File: config.mk
export PLATFORM = sky130hd
export DESIGN_NAME = aitc_ctrl
export DESIGN_NICKNAME = d
export VERILOG_FILES = /design/src/rtl/aitc_pkg.sv /design/src/rtl/aitc_ctrl.sv /design/src/rtl/aitc_phase_timer.sv
export SDC_FILE = /design/constraint.sdc
export NUM_CORES = 1
export LEC_CHECK = 0
export BUFFER_PORTS_ARGS = -buffer_cell sky130_fd_sc_hd__buf_2
export CAP_MARGIN = 5
export CORE_UTILIZATION = 51
export DETAILED_ROUTE_END_ITERATION = 6
export PLACE_DENSITY = 0.77
export RECOVER_POWER = 25
export SLEW_MARGIN = 20
export SYNTH_ARGS = -nofsm -noshare
export SYNTH_HDL_FRONTEND = slang
export SYNTH_HIERARCHICAL = 1
export SYNTH_SLANG_ARGS = --single-unit
File: constraint.sdc
create_clock -name hclk -period 3.1 [get_ports hclk]
set_input_delay 0.155 -clock hclk [delete_from_list [all_inputs] [get_ports hclk]]
set_output_delay 0.155 -clock hclk [all_outputs]
set_load 0.02 [all_outputs]
File: src/rtl/aitc_pkg.sv
// constants, types and timing tables of the converter control
// assumes a 32-bit ahb-lite bus; one clock is two half-clock units
package aitc_pkg;

  // ***********************************************
  // register map (byte offsets, one word each)
  // ***********************************************
  localparam logic [7:0] AITC_OFF_CTRL  = 8'h00;
  localparam logic [7:0] AITC_OFF_RES   = 8'h04;
  localparam logic [7:0] AITC_OFF_ALT   = 8'h08;
  localparam logic [7:0] AITC_OFF_MISC  = 8'h0c;
  localparam logic [7:0] AITC_OFF_FLAGS = 8'h10;

  // ***********************************************
  // field positions
  // ***********************************************
  localparam int AITC_B_CH_LO  = 0;
  localparam int AITC_B_CH_HI  = 3;
  localparam int AITC_B_MD_LO  = 4;
  localparam int AITC_B_MD_HI  = 5;
  localparam int AITC_B_START  = 7;
  localparam int AITC_B_BUSY   = 8;
  localparam int AITC_B_WRM    = 9;
  localparam int AITC_B_INJEN  = 10;
  localparam int AITC_B_INJRQ  = 11;
  localparam int AITC_B_STC_LO = 12;
  localparam int AITC_B_STC_HI = 13;
  localparam int AITC_B_CTC_LO = 14;
  localparam int AITC_B_CTC_HI = 15;
  localparam int AITC_B_RCH_LO = 12;
  localparam int AITC_B_RCH_HI = 15;
  localparam int AITC_B_BANK   = 0;
  localparam int AITC_B_POFF   = 1;
  localparam int AITC_B_EOC    = 0;
  localparam int AITC_B_AUX    = 1;
  localparam int AITC_B_CALOK  = 2;
  localparam int AITC_MD_CONT  = 0;
  localparam int AITC_MD_SCAN  = 1;

  // ***********************************************
  // timing
  // ***********************************************
  localparam int          AITC_CAL_CYCLES   = 40629;
  localparam logic [10:0] AITC_TCL_PER_CLK  = 11'h002;
  localparam logic [1:0]  AITC_CTC_SLOW     = 2'b10;
  localparam logic [1:0]  AITC_CTC_MID      = 2'b11;

  typedef enum logic [1:0] {
    AITC_CAL  = 2'b00,
    AITC_IDLE = 2'b01,
    AITC_RUN  = 2'b11,
    AITC_HOLD = 2'b10
  } aitc_state_t;

  typedef enum logic [1:0] {
    AITC_PH_IDLE = 2'b00,
    AITC_PH_SMP  = 2'b01,
    AITC_PH_CMP  = 2'b11,
    AITC_PH_XFR  = 2'b10
  } aitc_phase_t;

  // phase lengths in half-clock units; code 01 runs as 00
  function automatic logic [10:0] aitc_smp_tcl(input logic [1:0] ctc, input logic [1:0] stc);
    logic [10:0] base;
    base = (stc == 2'b00) ? 11'd120 : (stc == 2'b01) ? 11'd140 :
           (stc == 2'b10) ? 11'd200 : 11'd400;
    unique case (ctc)
      AITC_CTC_MID:  aitc_smp_tcl = (stc == 2'b11) ? 11'd800 : 11'(base << 1);
      AITC_CTC_SLOW: aitc_smp_tcl = (stc == 2'b11) ? 11'd1600 : 11'(base << 2);
      default:       aitc_smp_tcl = base;
    endcase
  endfunction

  function automatic logic [10:0] aitc_cmp_tcl(input logic [1:0] ctc, input logic [1:0] stc);
    logic [10:0] base;
    base = (stc == 2'b00) ? 11'd240 : 11'd280;
    unique case (ctc)
      AITC_CTC_MID:  aitc_cmp_tcl = 11'(base << 1);
      AITC_CTC_SLOW: aitc_cmp_tcl = 11'(base << 2);
      default:       aitc_cmp_tcl = base;
    endcase
  endfunction

  function automatic logic [10:0] aitc_xfr_tcl(input logic [1:0] ctc, input logic [1:0] stc);
    logic [10:0] t;
    unique case ({ctc, stc})
      4'b1100: t = 11'd52;
      4'b1101: t = 11'd28;
      4'b1110: t = 11'd100;
      4'b1111: t = 11'd52;
      4'b1000: t = 11'd100;
      4'b1001: t = 11'd52;
      4'b1010: t = 11'd196;
      4'b1011: t = 11'd164;
      4'b0001,
      4'b0101: t = 11'd16;
      4'b0010,
      4'b0110: t = 11'd52;
      4'b0011,
      4'b0111: t = 11'd44;
      default: t = 11'd28;
    endcase
    aitc_xfr_tcl = t;
  endfunction

endpackage

File: src/rtl/aitc_ctrl.sv
// converter control: injection, power-off, calibration, registers
// assumes an ahb-lite master and the core on the bus clock
//
// The address map and the AHB-Lite interface to the registers were chosen for this implementation.
`timescale 1ns/10ps
`default_nettype none

// Operation
// - injection runs inside a running mode, then resumes
// - injection needs enable and wait-read mode
// - channel field never written, only result
// - injected channel not latched, mux follows field
// - request set by software or capture event
// - capture event sets request regardless of enable, except during injection
// - capture triggers ignored during injection; request held
// - software start aborts any injection, begun from idle or mid-run
// - hardware trigger uses bank as it stands
// - current conversion completes before injected one
// - injected result to alt register, aux flag
// - full temp buffer suspends next conversion
// - power-off deferred until busy clears
// - start wakes core; settling is software's job
// - power-off plus start: convert, then off
// - power-off during calibration stops it until reset
// - top four control bits select timing
// - fast code phase table
// - middle code phase table
// - slow code phase table
// - total is sample, compare and transfer
// - result read copies buffer and resumes
// - bank bit selects input port
module aitc_ctrl
  import aitc_pkg::*;
#(
  parameter int CAL_CYCLES = AITC_CAL_CYCLES
)
(
  // clock and reset
  input  wire logic        hclk,
  input  wire logic        hresetn,
  // ahb-lite slave
  input  wire logic        hsel,
  input  wire logic [31:0] haddr,
  input  wire logic [1:0]  htrans,
  input  wire logic        hwrite,
  input  wire logic [2:0]  hsize,
  input  wire logic [31:0] hwdata,
  input  wire logic        hready,
  output logic      [31:0] hrdata,
  output logic             hreadyout,
  output logic             hresp,
  // capture/compare unit
  input  wire logic        capture_ch_last,
  // analog core and multiplexer
  input  wire logic [9:0]  core_result,
  output logic             analog_power_on,
  output logic             bank_select,
  output logic [3:0]       mux_channel,
  output logic             sample_phase,
  output logic             compare_phase,
  // status
  output logic             busy_flag,
  output logic             end_irq_flag,
  output logic             aux_irq_flag
);

  typedef struct packed {
    aitc_state_t st;
    logic [15:0] cal_cnt;
    logic        cal_ok;
    logic [3:0]  adch;
    logic [3:0]  ch;
    logic [1:0]  mode;
    logic        start;
    logic        wrm;
    logic        inj_en;
    logic        inj_req;
    logic [1:0]  stc;
    logic [1:0]  ctc;
    logic        bank;
    logic        poff;
    logic        inj;
    logic        inj_idle;
    logic [9:0]  res;
    logic [3:0]  res_ch;
    logic        res_unread;
    logic [3:0]  alt_ch;
    logic [9:0]  alt_res;
    logic [9:0]  tmp;
    logic [3:0]  tmp_ch;
    logic        tmp_full;
    logic        eoc;
    logic        aux;
    logic        a_sel;
    logic        a_wr;
    logic [7:0]  a_off;
    logic [31:0] rdata;
  } aitc_ctrl_t;

  aitc_ctrl_t r_reg;
  aitc_ctrl_t r_next;

  logic tstart;
  logic tdone;
  logic start_rise;
  logic launch;
  logic more;
  logic pend;
  logic rd_req;

  // ***********************************************
  // phase timer
  // ***********************************************
  aitc_phase_timer u_timer (
    .hclk             (hclk),
    .hresetn          (hresetn),
    .start            (tstart),
    .conv_time_code   (r_next.ctc),
    .sample_time_code (r_next.stc),
    .sample_phase     (sample_phase),
    .compare_phase    (compare_phase),
    .done             (tdone)
  );

  // ***********************************************
  // next state
  // ***********************************************
  always_comb
  begin
    r_next     = r_reg;
    tstart     = 1'b0;
    start_rise = 1'b0;
    launch     = 1'b0;
    more       = 1'b0;
    rd_req     = hsel && hready && htrans[1] && !hwrite;

    // address phase, zero wait states
    r_next.a_sel = hsel && hready && htrans[1];
    r_next.a_wr  = hwrite;
    r_next.a_off = haddr[7:0];
    if (rd_req)
    begin
      r_next.rdata = 32'h0000_0000;
      unique case (haddr[7:0])
        AITC_OFF_CTRL:
          r_next.rdata[15:0] = {r_reg.ctc, r_reg.stc, r_reg.inj_req, r_reg.inj_en,
                                r_reg.wrm, (r_reg.st != AITC_IDLE), r_reg.start, 1'b0,
                                r_reg.mode, r_reg.adch};
        AITC_OFF_RES:
          r_next.rdata[15:0] = {r_reg.res_ch, 2'b00, r_reg.res};
        AITC_OFF_ALT:
          r_next.rdata[15:0] = {r_reg.alt_ch, 2'b00, r_reg.alt_res};
        AITC_OFF_MISC:
          r_next.rdata[AITC_B_POFF:0] = {r_reg.poff, r_reg.bank};
        AITC_OFF_FLAGS:
          r_next.rdata[AITC_B_CALOK:0] = {r_reg.cal_ok, r_reg.aux, r_reg.eoc};
        default:
          r_next.rdata = 32'h0000_0000;
      endcase
      if (haddr[7:0] == AITC_OFF_RES)
      begin
        r_next.res_unread = 1'b0;
        if (r_reg.tmp_full)
        begin
          r_next.res        = r_reg.tmp;
          r_next.res_ch     = r_reg.tmp_ch;
          r_next.res_unread = 1'b1;
          r_next.eoc        = 1'b1;
          r_next.tmp_full   = 1'b0;
          if (r_reg.st == AITC_HOLD)
          begin
            r_next.st = AITC_RUN;
            tstart    = 1'b1;
          end
        end
      end
    end

    // data phase writes
    if (r_reg.a_sel && r_reg.a_wr)
    begin
      unique case (r_reg.a_off)
        AITC_OFF_CTRL:
        begin
          r_next.adch    = hwdata[AITC_B_CH_HI:AITC_B_CH_LO];
          r_next.mode    = hwdata[AITC_B_MD_HI:AITC_B_MD_LO];
          start_rise     = hwdata[AITC_B_START] && !r_reg.start;
          r_next.start   = hwdata[AITC_B_START];
          r_next.wrm     = hwdata[AITC_B_WRM];
          r_next.inj_en  = hwdata[AITC_B_INJEN];
          r_next.inj_req = hwdata[AITC_B_INJRQ];
          r_next.stc     = hwdata[AITC_B_STC_HI:AITC_B_STC_LO];
          r_next.ctc     = hwdata[AITC_B_CTC_HI:AITC_B_CTC_LO];
        end
        AITC_OFF_ALT:
          r_next.alt_ch = hwdata[AITC_B_RCH_HI:AITC_B_RCH_LO];
        AITC_OFF_MISC:
        begin
          r_next.bank = hwdata[AITC_B_BANK];
          r_next.poff = hwdata[AITC_B_POFF];
        end
        AITC_OFF_FLAGS:
        begin
          if (hwdata[AITC_B_EOC])
          begin
            r_next.eoc = 1'b0;
          end
          if (hwdata[AITC_B_AUX])
          begin
            r_next.aux = 1'b0;
          end
        end
        default:
        begin
        end
      endcase
    end

    // capture events set the request even with injection disabled;
    // an event beside a software clear still wins
    if (capture_ch_last && !(r_reg.inj && r_reg.st != AITC_IDLE))
    begin
      r_next.inj_req = 1'b1;
    end
    pend = r_next.inj_req && r_next.inj_en && r_next.wrm;

    // ***********************************************
    // sequencer
    // ***********************************************
    unique case (r_reg.st)
      AITC_CAL:
      begin
        r_next.start = 1'b0;
        if (r_next.poff)
        begin
          // never resumed; cal_ok low until reset
          r_next.st = AITC_IDLE;
        end
        else if (r_reg.cal_cnt == 16'(CAL_CYCLES - 1))
        begin
          // junk left in result
          r_next.st         = AITC_IDLE;
          r_next.cal_ok     = 1'b1;
          r_next.res_unread = 1'b1;
          r_next.eoc        = 1'b1;
          r_next.aux        = 1'b1;
        end
        else
        begin
          r_next.cal_cnt = 16'(r_reg.cal_cnt + 16'h0001);
        end
      end
      AITC_IDLE:
      begin
        if (start_rise)
        begin
          r_next.ch = r_next.adch;
          launch    = 1'b1;
        end
        else if (pend)
        begin
          r_next.inj      = 1'b1;
          r_next.inj_idle = 1'b1;
          launch          = 1'b1;
        end
      end
      default:
      begin
        if (start_rise)
        begin
          // a fresh start aborts any run
          r_next.inj      = 1'b0;
          r_next.inj_idle = 1'b0;
          r_next.ch       = r_next.adch;
          launch          = 1'b1;
        end
        else if (r_reg.st == AITC_RUN && tdone)
        begin
          if (r_reg.inj)
          begin
            r_next.alt_res  = core_result;
            r_next.aux      = 1'b1;
            r_next.inj_req  = 1'b0;
            r_next.inj      = 1'b0;
            r_next.inj_idle = 1'b0;
            more            = !r_reg.inj_idle;
          end
          else
          begin
            if (r_reg.wrm && r_next.res_unread)
            begin
              r_next.tmp      = core_result;
              r_next.tmp_ch   = r_reg.ch;
              r_next.tmp_full = 1'b1;
            end
            else
            begin
              if (r_next.res_unread)
              begin
                r_next.aux = 1'b1;
              end
              r_next.res        = core_result;
              r_next.res_ch     = r_reg.ch;
              r_next.res_unread = 1'b1;
              r_next.eoc        = 1'b1;
            end
            if (r_reg.mode[AITC_MD_SCAN] && r_reg.ch != 4'h0)
            begin
              r_next.ch = 4'(r_reg.ch - 4'h1);
              more      = 1'b1;
            end
            else if (r_reg.mode[AITC_MD_CONT] && r_next.start)
            begin
              r_next.ch = r_next.adch;
              more      = 1'b1;
            end
            else
            begin
              r_next.start = 1'b0;
            end
          end
          if (pend && !r_reg.inj)
          begin
            r_next.inj = 1'b1;
            launch     = 1'b1;
          end
          else if (more)
          begin
            launch = 1'b1;
          end
          else
          begin
            r_next.st = AITC_IDLE;
          end
        end
      end
    endcase

    if (launch)
    begin
      if (r_next.tmp_full)
      begin
        r_next.st = AITC_HOLD;
      end
      else
      begin
        r_next.st = AITC_RUN;
        tstart    = 1'b1;
      end
    end
  end

  // ***********************************************
  // state register
  // ***********************************************
  always_ff @(posedge hclk or negedge hresetn)
  begin
    if (!hresetn)
    begin
      r_reg <= '0;
    end
    else
    begin
      r_reg <= r_next;
    end
  end

  // ***********************************************
  // outputs
  // ***********************************************
  assign hrdata          = r_reg.rdata;
  assign hreadyout       = 1'b1;
  assign hresp           = 1'b0;
  assign busy_flag       = (r_reg.st != AITC_IDLE);
  // power-off bites only once idle
  assign analog_power_on = !r_reg.poff || (r_reg.st != AITC_IDLE);
  assign bank_select     = r_reg.bank;
  // live alt field: an alt write while sampling an injected channel moves the mux
  assign mux_channel     = r_reg.inj ? r_reg.alt_ch : r_reg.ch;
  assign end_irq_flag    = r_reg.eoc;
  assign aux_irq_flag    = r_reg.aux;

endmodule

`default_nettype wire

File: src/rtl/aitc_phase_timer.sv
// sample, compare and transfer phases of one conversion
// assumes a one-cycle start pulse; a new start restarts at once
`timescale 1ns/10ps
`default_nettype none

module aitc_phase_timer
  import aitc_pkg::*;
(
  // clock and reset
  input  wire logic       hclk,
  input  wire logic       hresetn,
  // control
  input  wire logic       start,
  input  wire logic [1:0] conv_time_code,
  input  wire logic [1:0] sample_time_code,
  // phase outputs
  output logic            sample_phase,
  output logic            compare_phase,
  output logic            done
);

  typedef struct packed {
    aitc_phase_t ph;
    logic [10:0] cnt;
    logic [1:0]  ctc;
    logic [1:0]  stc;
    logic        done;
  } aitc_tmr_t;

  aitc_tmr_t r_reg;
  aitc_tmr_t r_next;

  // phase cycles from half-clock units
  function automatic logic [10:0] cyc(input logic [10:0] half_clock_unit);
    cyc = 11'((half_clock_unit / AITC_TCL_PER_CLK) - 11'h001);
  endfunction

  always_comb
  begin
    r_next      = r_reg;
    r_next.done = 1'b0;
    if (start)
    begin
      // codes caught at start; later writes wait
      r_next.ph  = AITC_PH_SMP;
      r_next.ctc = conv_time_code;
      r_next.stc = sample_time_code;
      r_next.cnt = cyc(aitc_smp_tcl(conv_time_code, sample_time_code));
    end
    else if (r_reg.ph != AITC_PH_IDLE)
    begin
      if (r_reg.cnt != 11'h000)
      begin
        r_next.cnt = 11'(r_reg.cnt - 11'h001);
      end
      else
      begin
        unique case (r_reg.ph)
          AITC_PH_SMP:
          begin
            r_next.ph  = AITC_PH_CMP;
            r_next.cnt = cyc(aitc_cmp_tcl(r_reg.ctc, r_reg.stc));
          end
          AITC_PH_CMP:
          begin
            r_next.ph  = AITC_PH_XFR;
            r_next.cnt = cyc(aitc_xfr_tcl(r_reg.ctc, r_reg.stc));
          end
          default:
          begin
            r_next.ph   = AITC_PH_IDLE;
            r_next.done = 1'b1;
          end
        endcase
      end
    end
  end

  always_ff @(posedge hclk or negedge hresetn)
  begin
    if (!hresetn)
    begin
      r_reg <= '{ph: AITC_PH_IDLE, cnt: 11'h000, ctc: 2'b00, stc: 2'b00, done: 1'b0};
    end
    else
    begin
      r_reg <= r_next;
    end
  end

  assign sample_phase  = (r_reg.ph == AITC_PH_SMP);
  assign compare_phase = (r_reg.ph == AITC_PH_CMP);
  assign done          = r_reg.done;

endmodule

`default_nettype wire

# ---- Yosys cells after proc, flatten, opt, wreduce, memory -nomap -nowiden
# Memories as Yosys holds them, arrays and structs flattened.
# Index checks and enable logic that the tools add are counted.
dict set report op_classes {
  add_sub_neg 6
  eq_ne 26
  n_mux 123
  bitwise 6
  n_reduce_logical 49
}
# op n
set op_table {}
lappend op_table {{$mux 11} 14}
lappend op_table {{$mux 15} 6}
lappend op_table {{$pmux 11 s2} 3}
lappend op_table {{$mux 2} 24}
lappend op_table {{$mux 1} 46}
lappend op_table {{$pmux 13 s3} 1}
lappend op_table {{$mux 4} 9}
lappend op_table {{$sub 10x1->11 const B} 3}
lappend op_table {{$eq 8x4->1 const B} 4}
lappend op_table {{$mux 13} 2}
lappend op_table {{$eq 2x2->1 const B} 9}
lappend op_table {{$mux 9} 2}
lappend op_table {{$mux 17} 1}
lappend op_table {{$add 16x1->16 const B} 1}
lappend op_table {{$eq 16x16->1 const B} 1}
lappend op_table {{$eq 8x5->1 const B} 2}
lappend op_table {{$logic_not 8->1} 2}
lappend op_table {{$pmux 2 s2} 4}
lappend op_table {{$reduce_and 5->1} 3}
lappend op_table {{$logic_and 1x1->1} 14}
lappend op_table {{$mux 14} 1}
lappend op_table {{$reduce_bool 11->1} 1}
lappend op_table {{$sub 11x1->11 const B} 1}
lappend op_table {{$mux 10} 1}
lappend op_table {{other kinds (22)} 55}
dict set report word_totals {
  reg_bits 131
  mem_bits_ro 96
  out_inout_bits 45
  wordCells 246
  memories 1
}
# name depth word_bits rd rd_clocked_by_memory_dff wr line_no
set mem_list {}
lappend mem_list {{(name not given)} 16 6 1 0 0 aitc_pkg.sv:86} ;# unique case ({ctc, stc})

# ---- Depth between registers and ports, before layout
dict set report depth {
  ltp_word 22
  ltp_mapped 17
}

# ---- Hierarchy
# The synthesis kept the hierarchy.
# mod n_inst cells_each area_each_um2 seq_area_each_um2
set by_module_without_submodules {}
lappend by_module_without_submodules {aitc_ctrl 1 539 5669.2 2827.7}
lappend by_module_without_submodules {aitc_phase_timer 1 241 1940.6 450.4}

# ---- Least setup slack after synthesis
# Ideal clock, no wire load.
dict set report synth_path {
  path_kind {flip-flop to flip-flop}
  from {register r_reg[33] (netlist bit)}
  to {register u_timer/r_reg[12] (netlist bit)}
  setup_ps 123
  arrival_ps 3098
  t_required_ps 2977
  slack_ps -121
  stages_incl_launch_ff 18
  synth_period_minus_slack_ps 3221
  cell_sequence {dfrtp_1 > nor4_4 > and3_1 > buf_2 > buf_2 > nand2_1 > nand2_1 > buf_2 > clkbuf_1 > nor2_1 > a31oi_1 > ha_1 > and2_1 > a32o_1 > nand2_1 > o21ai_0 > o211ai_1 > o221a_1}
}
# element line_no
set synth_rtl {}
lappend synth_rtl {{start, declared} aitc_ctrl.sv:100} ;# aitc_ctrl_t r_reg;
lappend synth_rtl {{start signal, assigned} aitc_ctrl.sv:364} ;# r_reg <= r_next;
lappend synth_rtl {{end signal, assigned} aitc_phase_timer.sv:83} ;# r_reg <= '{ph: AITC_PH_IDLE, cnt: 11'h000, ctc: 2'b00, stc: 2'b00, done: 1'b0};
lappend synth_rtl {{end signal, assigned} aitc_phase_timer.sv:87} ;# r_reg <= r_next;
lappend synth_rtl {{end, declared} aitc_phase_timer.sv:30} ;# aitc_tmr_t r_reg;

==> results.txt <==
The flow ran to the end, but the final reports show violations. The final reports fail on max-capacitance violations, max-slew violations. The synthesized design contains 131 register bits. STA classifies the critical path endpoint as a flop. Compared with the post-synthesis result, the final layout area differs by 17.31%.

The tree is rooted in a sky130_fd_sc_hd__clkbuf_16. The number of cells in the finished layout apart from fillers came out at 1061. For the worst flop-to-flop path, the logic depth is 13. The total overflow reported by the global router is 0.

The critical hold path startpoint is hwdata[15]. After the last flow step, the layout net total stands at 967. The hold-critical path endpoint is r_reg[72].

The startpoint of the worst setup timing path is r_reg[33]. The congestion estimate from routability-driven global placement came to a little under 0.9. The endpoint identified for the worst register-to-register timing path is u_timer/r_reg[13].

The number of hold-slack violations in the final timing report came out at 0. The global-route wire length before repair came out at 30050 um. The pin count of the biggest net entering global routing is 64.

In this run the deepest clock path goes through 2 buffers. The count of buffers from port buffering is 65. The cell count after synthesis came out at between 700 and 800. The instance count along the most critical hold path is 2. The library cells used most frequently in the layout, excluding fill and tap cells, are 131 x sky130_fd_sc_hd__dfrtp_1, 103 x sky130_fd_sc_hd__nand2_1, 53 x sky130_fd_sc_hd__o21ai_0, 53 x sky130_fd_sc_hd__buf_2, 36 x sky130_fd_sc_hd__nor2_1. Among all flip-flop cells after synthesis, the most frequent one is sky130_fd_sc_hd__dfrtp_1. The startpoint identified for the worst register-to-register timing path is r_reg[33]. The floorplan die width is 124.2 um. The type of the tightest min-delay check is in2reg.

Leaving out fill and tap cells, the most frequent cell in the layout is sky130_fd_sc_hd__dfrtp_1. The synthesized netlist contains a little over 80 unique library cells. At the worst endpoint, the arrival time is 3270 ps. The share of layout cells above drive strength 1 came out at 0.2246. After filler insertion, the fill cell instance count of the layout stands at 1186.

The post-CTS setup-driven buffer insertion count is 0. TritonCTS built the clock tree. The total routed wirelength is 18200 um. The max-capacitance violation count came out at 1.

IR analysis of the VDD net gives a maximum drop of just under 0.0004 V. The register with the most flip-flops in the layout has 94 of them. The area of the core region is 14530 um^2.

The post-synthesis cell area came out at around 7600 um^2. The clock transition at the registers of the reported paths is about 60 ps. For the worst-skew pair, the clock arrives at the later sink with an insertion delay of around 430 ps. The max-slew violation count is 64. The slew of the pin with the lowest slew margin is approximately 1600 ps. For this run, the top clock speed supported by timing is 337.6 MHz.

The number of remaining DRC errors came out at 0. The row count came out at 44. The worst setup path is of the reg2reg kind. The number of buffers created by CTS is 17. The completed layout was analyzed and its total power is 4230 uW.

The count of vias placed by the detailed router came out at 6252. The worst slew margin relative to its limit came out at -0.04753. The worst setup slack for register-to-register paths is 140 ps. The number of DRC markers in iteration 0 is 542.

The post-placement cell count came out at roughly 1000. At the placement stage, the worst setup path has a slack of 59.88 ps. STA classifies the critical path startpoint as a flop.

The mean instance size in the synthesized netlist is 9.756 um^2. The required time reported for the critical path endpoint came out at roughly 3400 ps. Across every metal layer, demand over resource in global routing totals 0.2563. Setup violations remaining at the end of the flow were counted as 0. The initial cell density of the core came out at 0.5236. The total of warnings raised by yosys came out at 6. The final antenna diode count came out at 0. The largest fanout of any net on the critical path is 6. The worst-case setup margin in the final layout came out at 138.2 ps.

The total power divided by cell area came out at roughly 470 nW/um^2. Summed over all cells, the static leakage comes to 0.003976 uW. The sequential-to-total area share from yosys stat came out at 0.4308. The number of synthesized flops with an enable pin is 0. After detailed routing, the average wire length per cell comes to 17.15 um.

Across the routed clock network, the largest skew measured is ~11 ps. The final hold slack is between 10 and 15 ps. The clock period minus worst slack is 2962 ps. 130 I/O pins were placed. The clock net sink count came out at 131. The initial antenna violation count was 0.

From bottom edge to top edge, the die measures between 100 and 150 um. The proportion of register bits with asynchronous set or reset after synthesis is 1.000. Before antenna repair, the detailed router went through 5 iterations. The final period utilization came out at 0.9554. The number of nets with antenna violations after detailed routing is 0. The average via count per standard cell came out at 5.893. The half-perimeter wire length after detailed placement is between 10000 and 15000 um. The via count of the first global-routing pass came to around 6000. The area of the die is approximately 15000 um^2. The H-tree depth came out at 4.
## metal layers
| layer | global-route usage | part of all wire |
|---|---|---|
| met3 | 0.03984 | 0.057 |
| met5 | 0 | 0 |
| met1 | 0.3557 | 0.46 |
| met4 | 0.09375 | 0.018 |
| met2 | 0.4047 | 0.47 |
## worst max path at each step
| stage | slack, ps | cells past startpoint | to |
|---|---|---|---|
| finish | 140 | 13 | u_timer/r_reg[13] |
| global route | -1 | 14 | u_timer/r_reg[12] |
| CTS | 20 | 14 | u_timer/r_reg[12] |
| detailed placement | 60 | 12 | u_timer/r_reg[13] |
| global placement | 140 | 12 | u_timer/r_reg[13] |
| floorplan | 10 | 17 | u_timer/r_reg[12] |
## power breakdown
part / internal, uW / total (uW) / switching, uW
combinational: 164 / 364 / 200
clock: 1210 / 1990 / 784
sequential: 1770 / 1870 / 104
total: 3140 / 4230 / 1090
## cells by family after synthesis
kind of cell | after synthesis | share of synthesized area
AND/OR/NAND/NOR | 261 | 0.1846
AO/OA/AOI/OAI | 174 | 0.1513
flip-flops | 131 | 0.4308
buffers and inverters | 101 | 0.07415
multiplexers | 63 | 0.09405
XOR/XNOR | 30 | 0.03453
adder cells (fa/ha/maj) | 18 | 0.02960
other | 2 | 0.0009869
## stage by stage
stage	util	instance area (um^2)	setup TNS [ps]
floorplan	-	7674	0
global placement	0.5519	8021	0
detailed placement	0.5519	8021	0
CTS	0.6102	8869	0
global route	0.6142	8927	-0.9708
finish	0.6142	8927	0
## repair_timing
item / 4_1_cts / 5_1_grt
pin swaps: 1 / 3
endpoints found under the setup margin: 1 / 10
endpoints found under the hold margin: 98 / 0
hold buffers: 25 / 0
cloned: 0 / 0
gates resized for setup: 2 / 21
## cell type report
class,count,area (um^2),area share
Clock buffer,18,439.2,0.04919
Clock inverter,14,153.9,0.01724
Inverter,28,105.1,0.01177
Multi-Input combinational cell,564,3899,0.4367
Sequential cell,131,3278,0.3672
Tap cell,184,230.2,0.02579
Timing Repair Buffer,122,822.0,0.09208
## cells in the mapped netlist, drive strengths merged, types with 6 or more instances
master,count,area [um^2]
mux2,38,461.7
nand4,6,37.54
a31oi,12,75.07
nor2b,7,43.79
dfrtp,131,3278
xor2,18,157.7
a21oi,35,186.4
nand3,17,90.09
clkbuf,16,61.30
inv,28,105.1
nor2,36,135.1
mux2i,25,254.0
xnor2,12,105.1
nand2,110,415.4
nand2b,11,68.82
and3,6,37.54
buf,57,397.9
nor4,17,185.2
ha,18,225.2
o22ai,6,37.54
a22o,7,61.31
o21ai,58,290.3
nor3,18,106.4
o211ai,8,60.06
a22oi,6,45.04
## worst max-delay path: stages, from the launching register on
cell	delay [ps]
sky130_fd_sc_hd__dfrtp_1	410
sky130_fd_sc_hd__nor4_4	430
sky130_fd_sc_hd__and3_4	310
sky130_fd_sc_hd__nand2_1	100
sky130_fd_sc_hd__nand2_4	110
sky130_fd_sc_hd__inv_1	110
sky130_fd_sc_hd__ha_4	320
sky130_fd_sc_hd__nand4b_1	130
sky130_fd_sc_hd__o311ai_1	110
sky130_fd_sc_hd__buf_4	170
sky130_fd_sc_hd__nand3b_1	100
sky130_fd_sc_hd__nor2_1	130
sky130_fd_sc_hd__xnor2_1	90
sky130_fd_sc_hd__a221o_1	340
(Power assumes the default switching activity.)
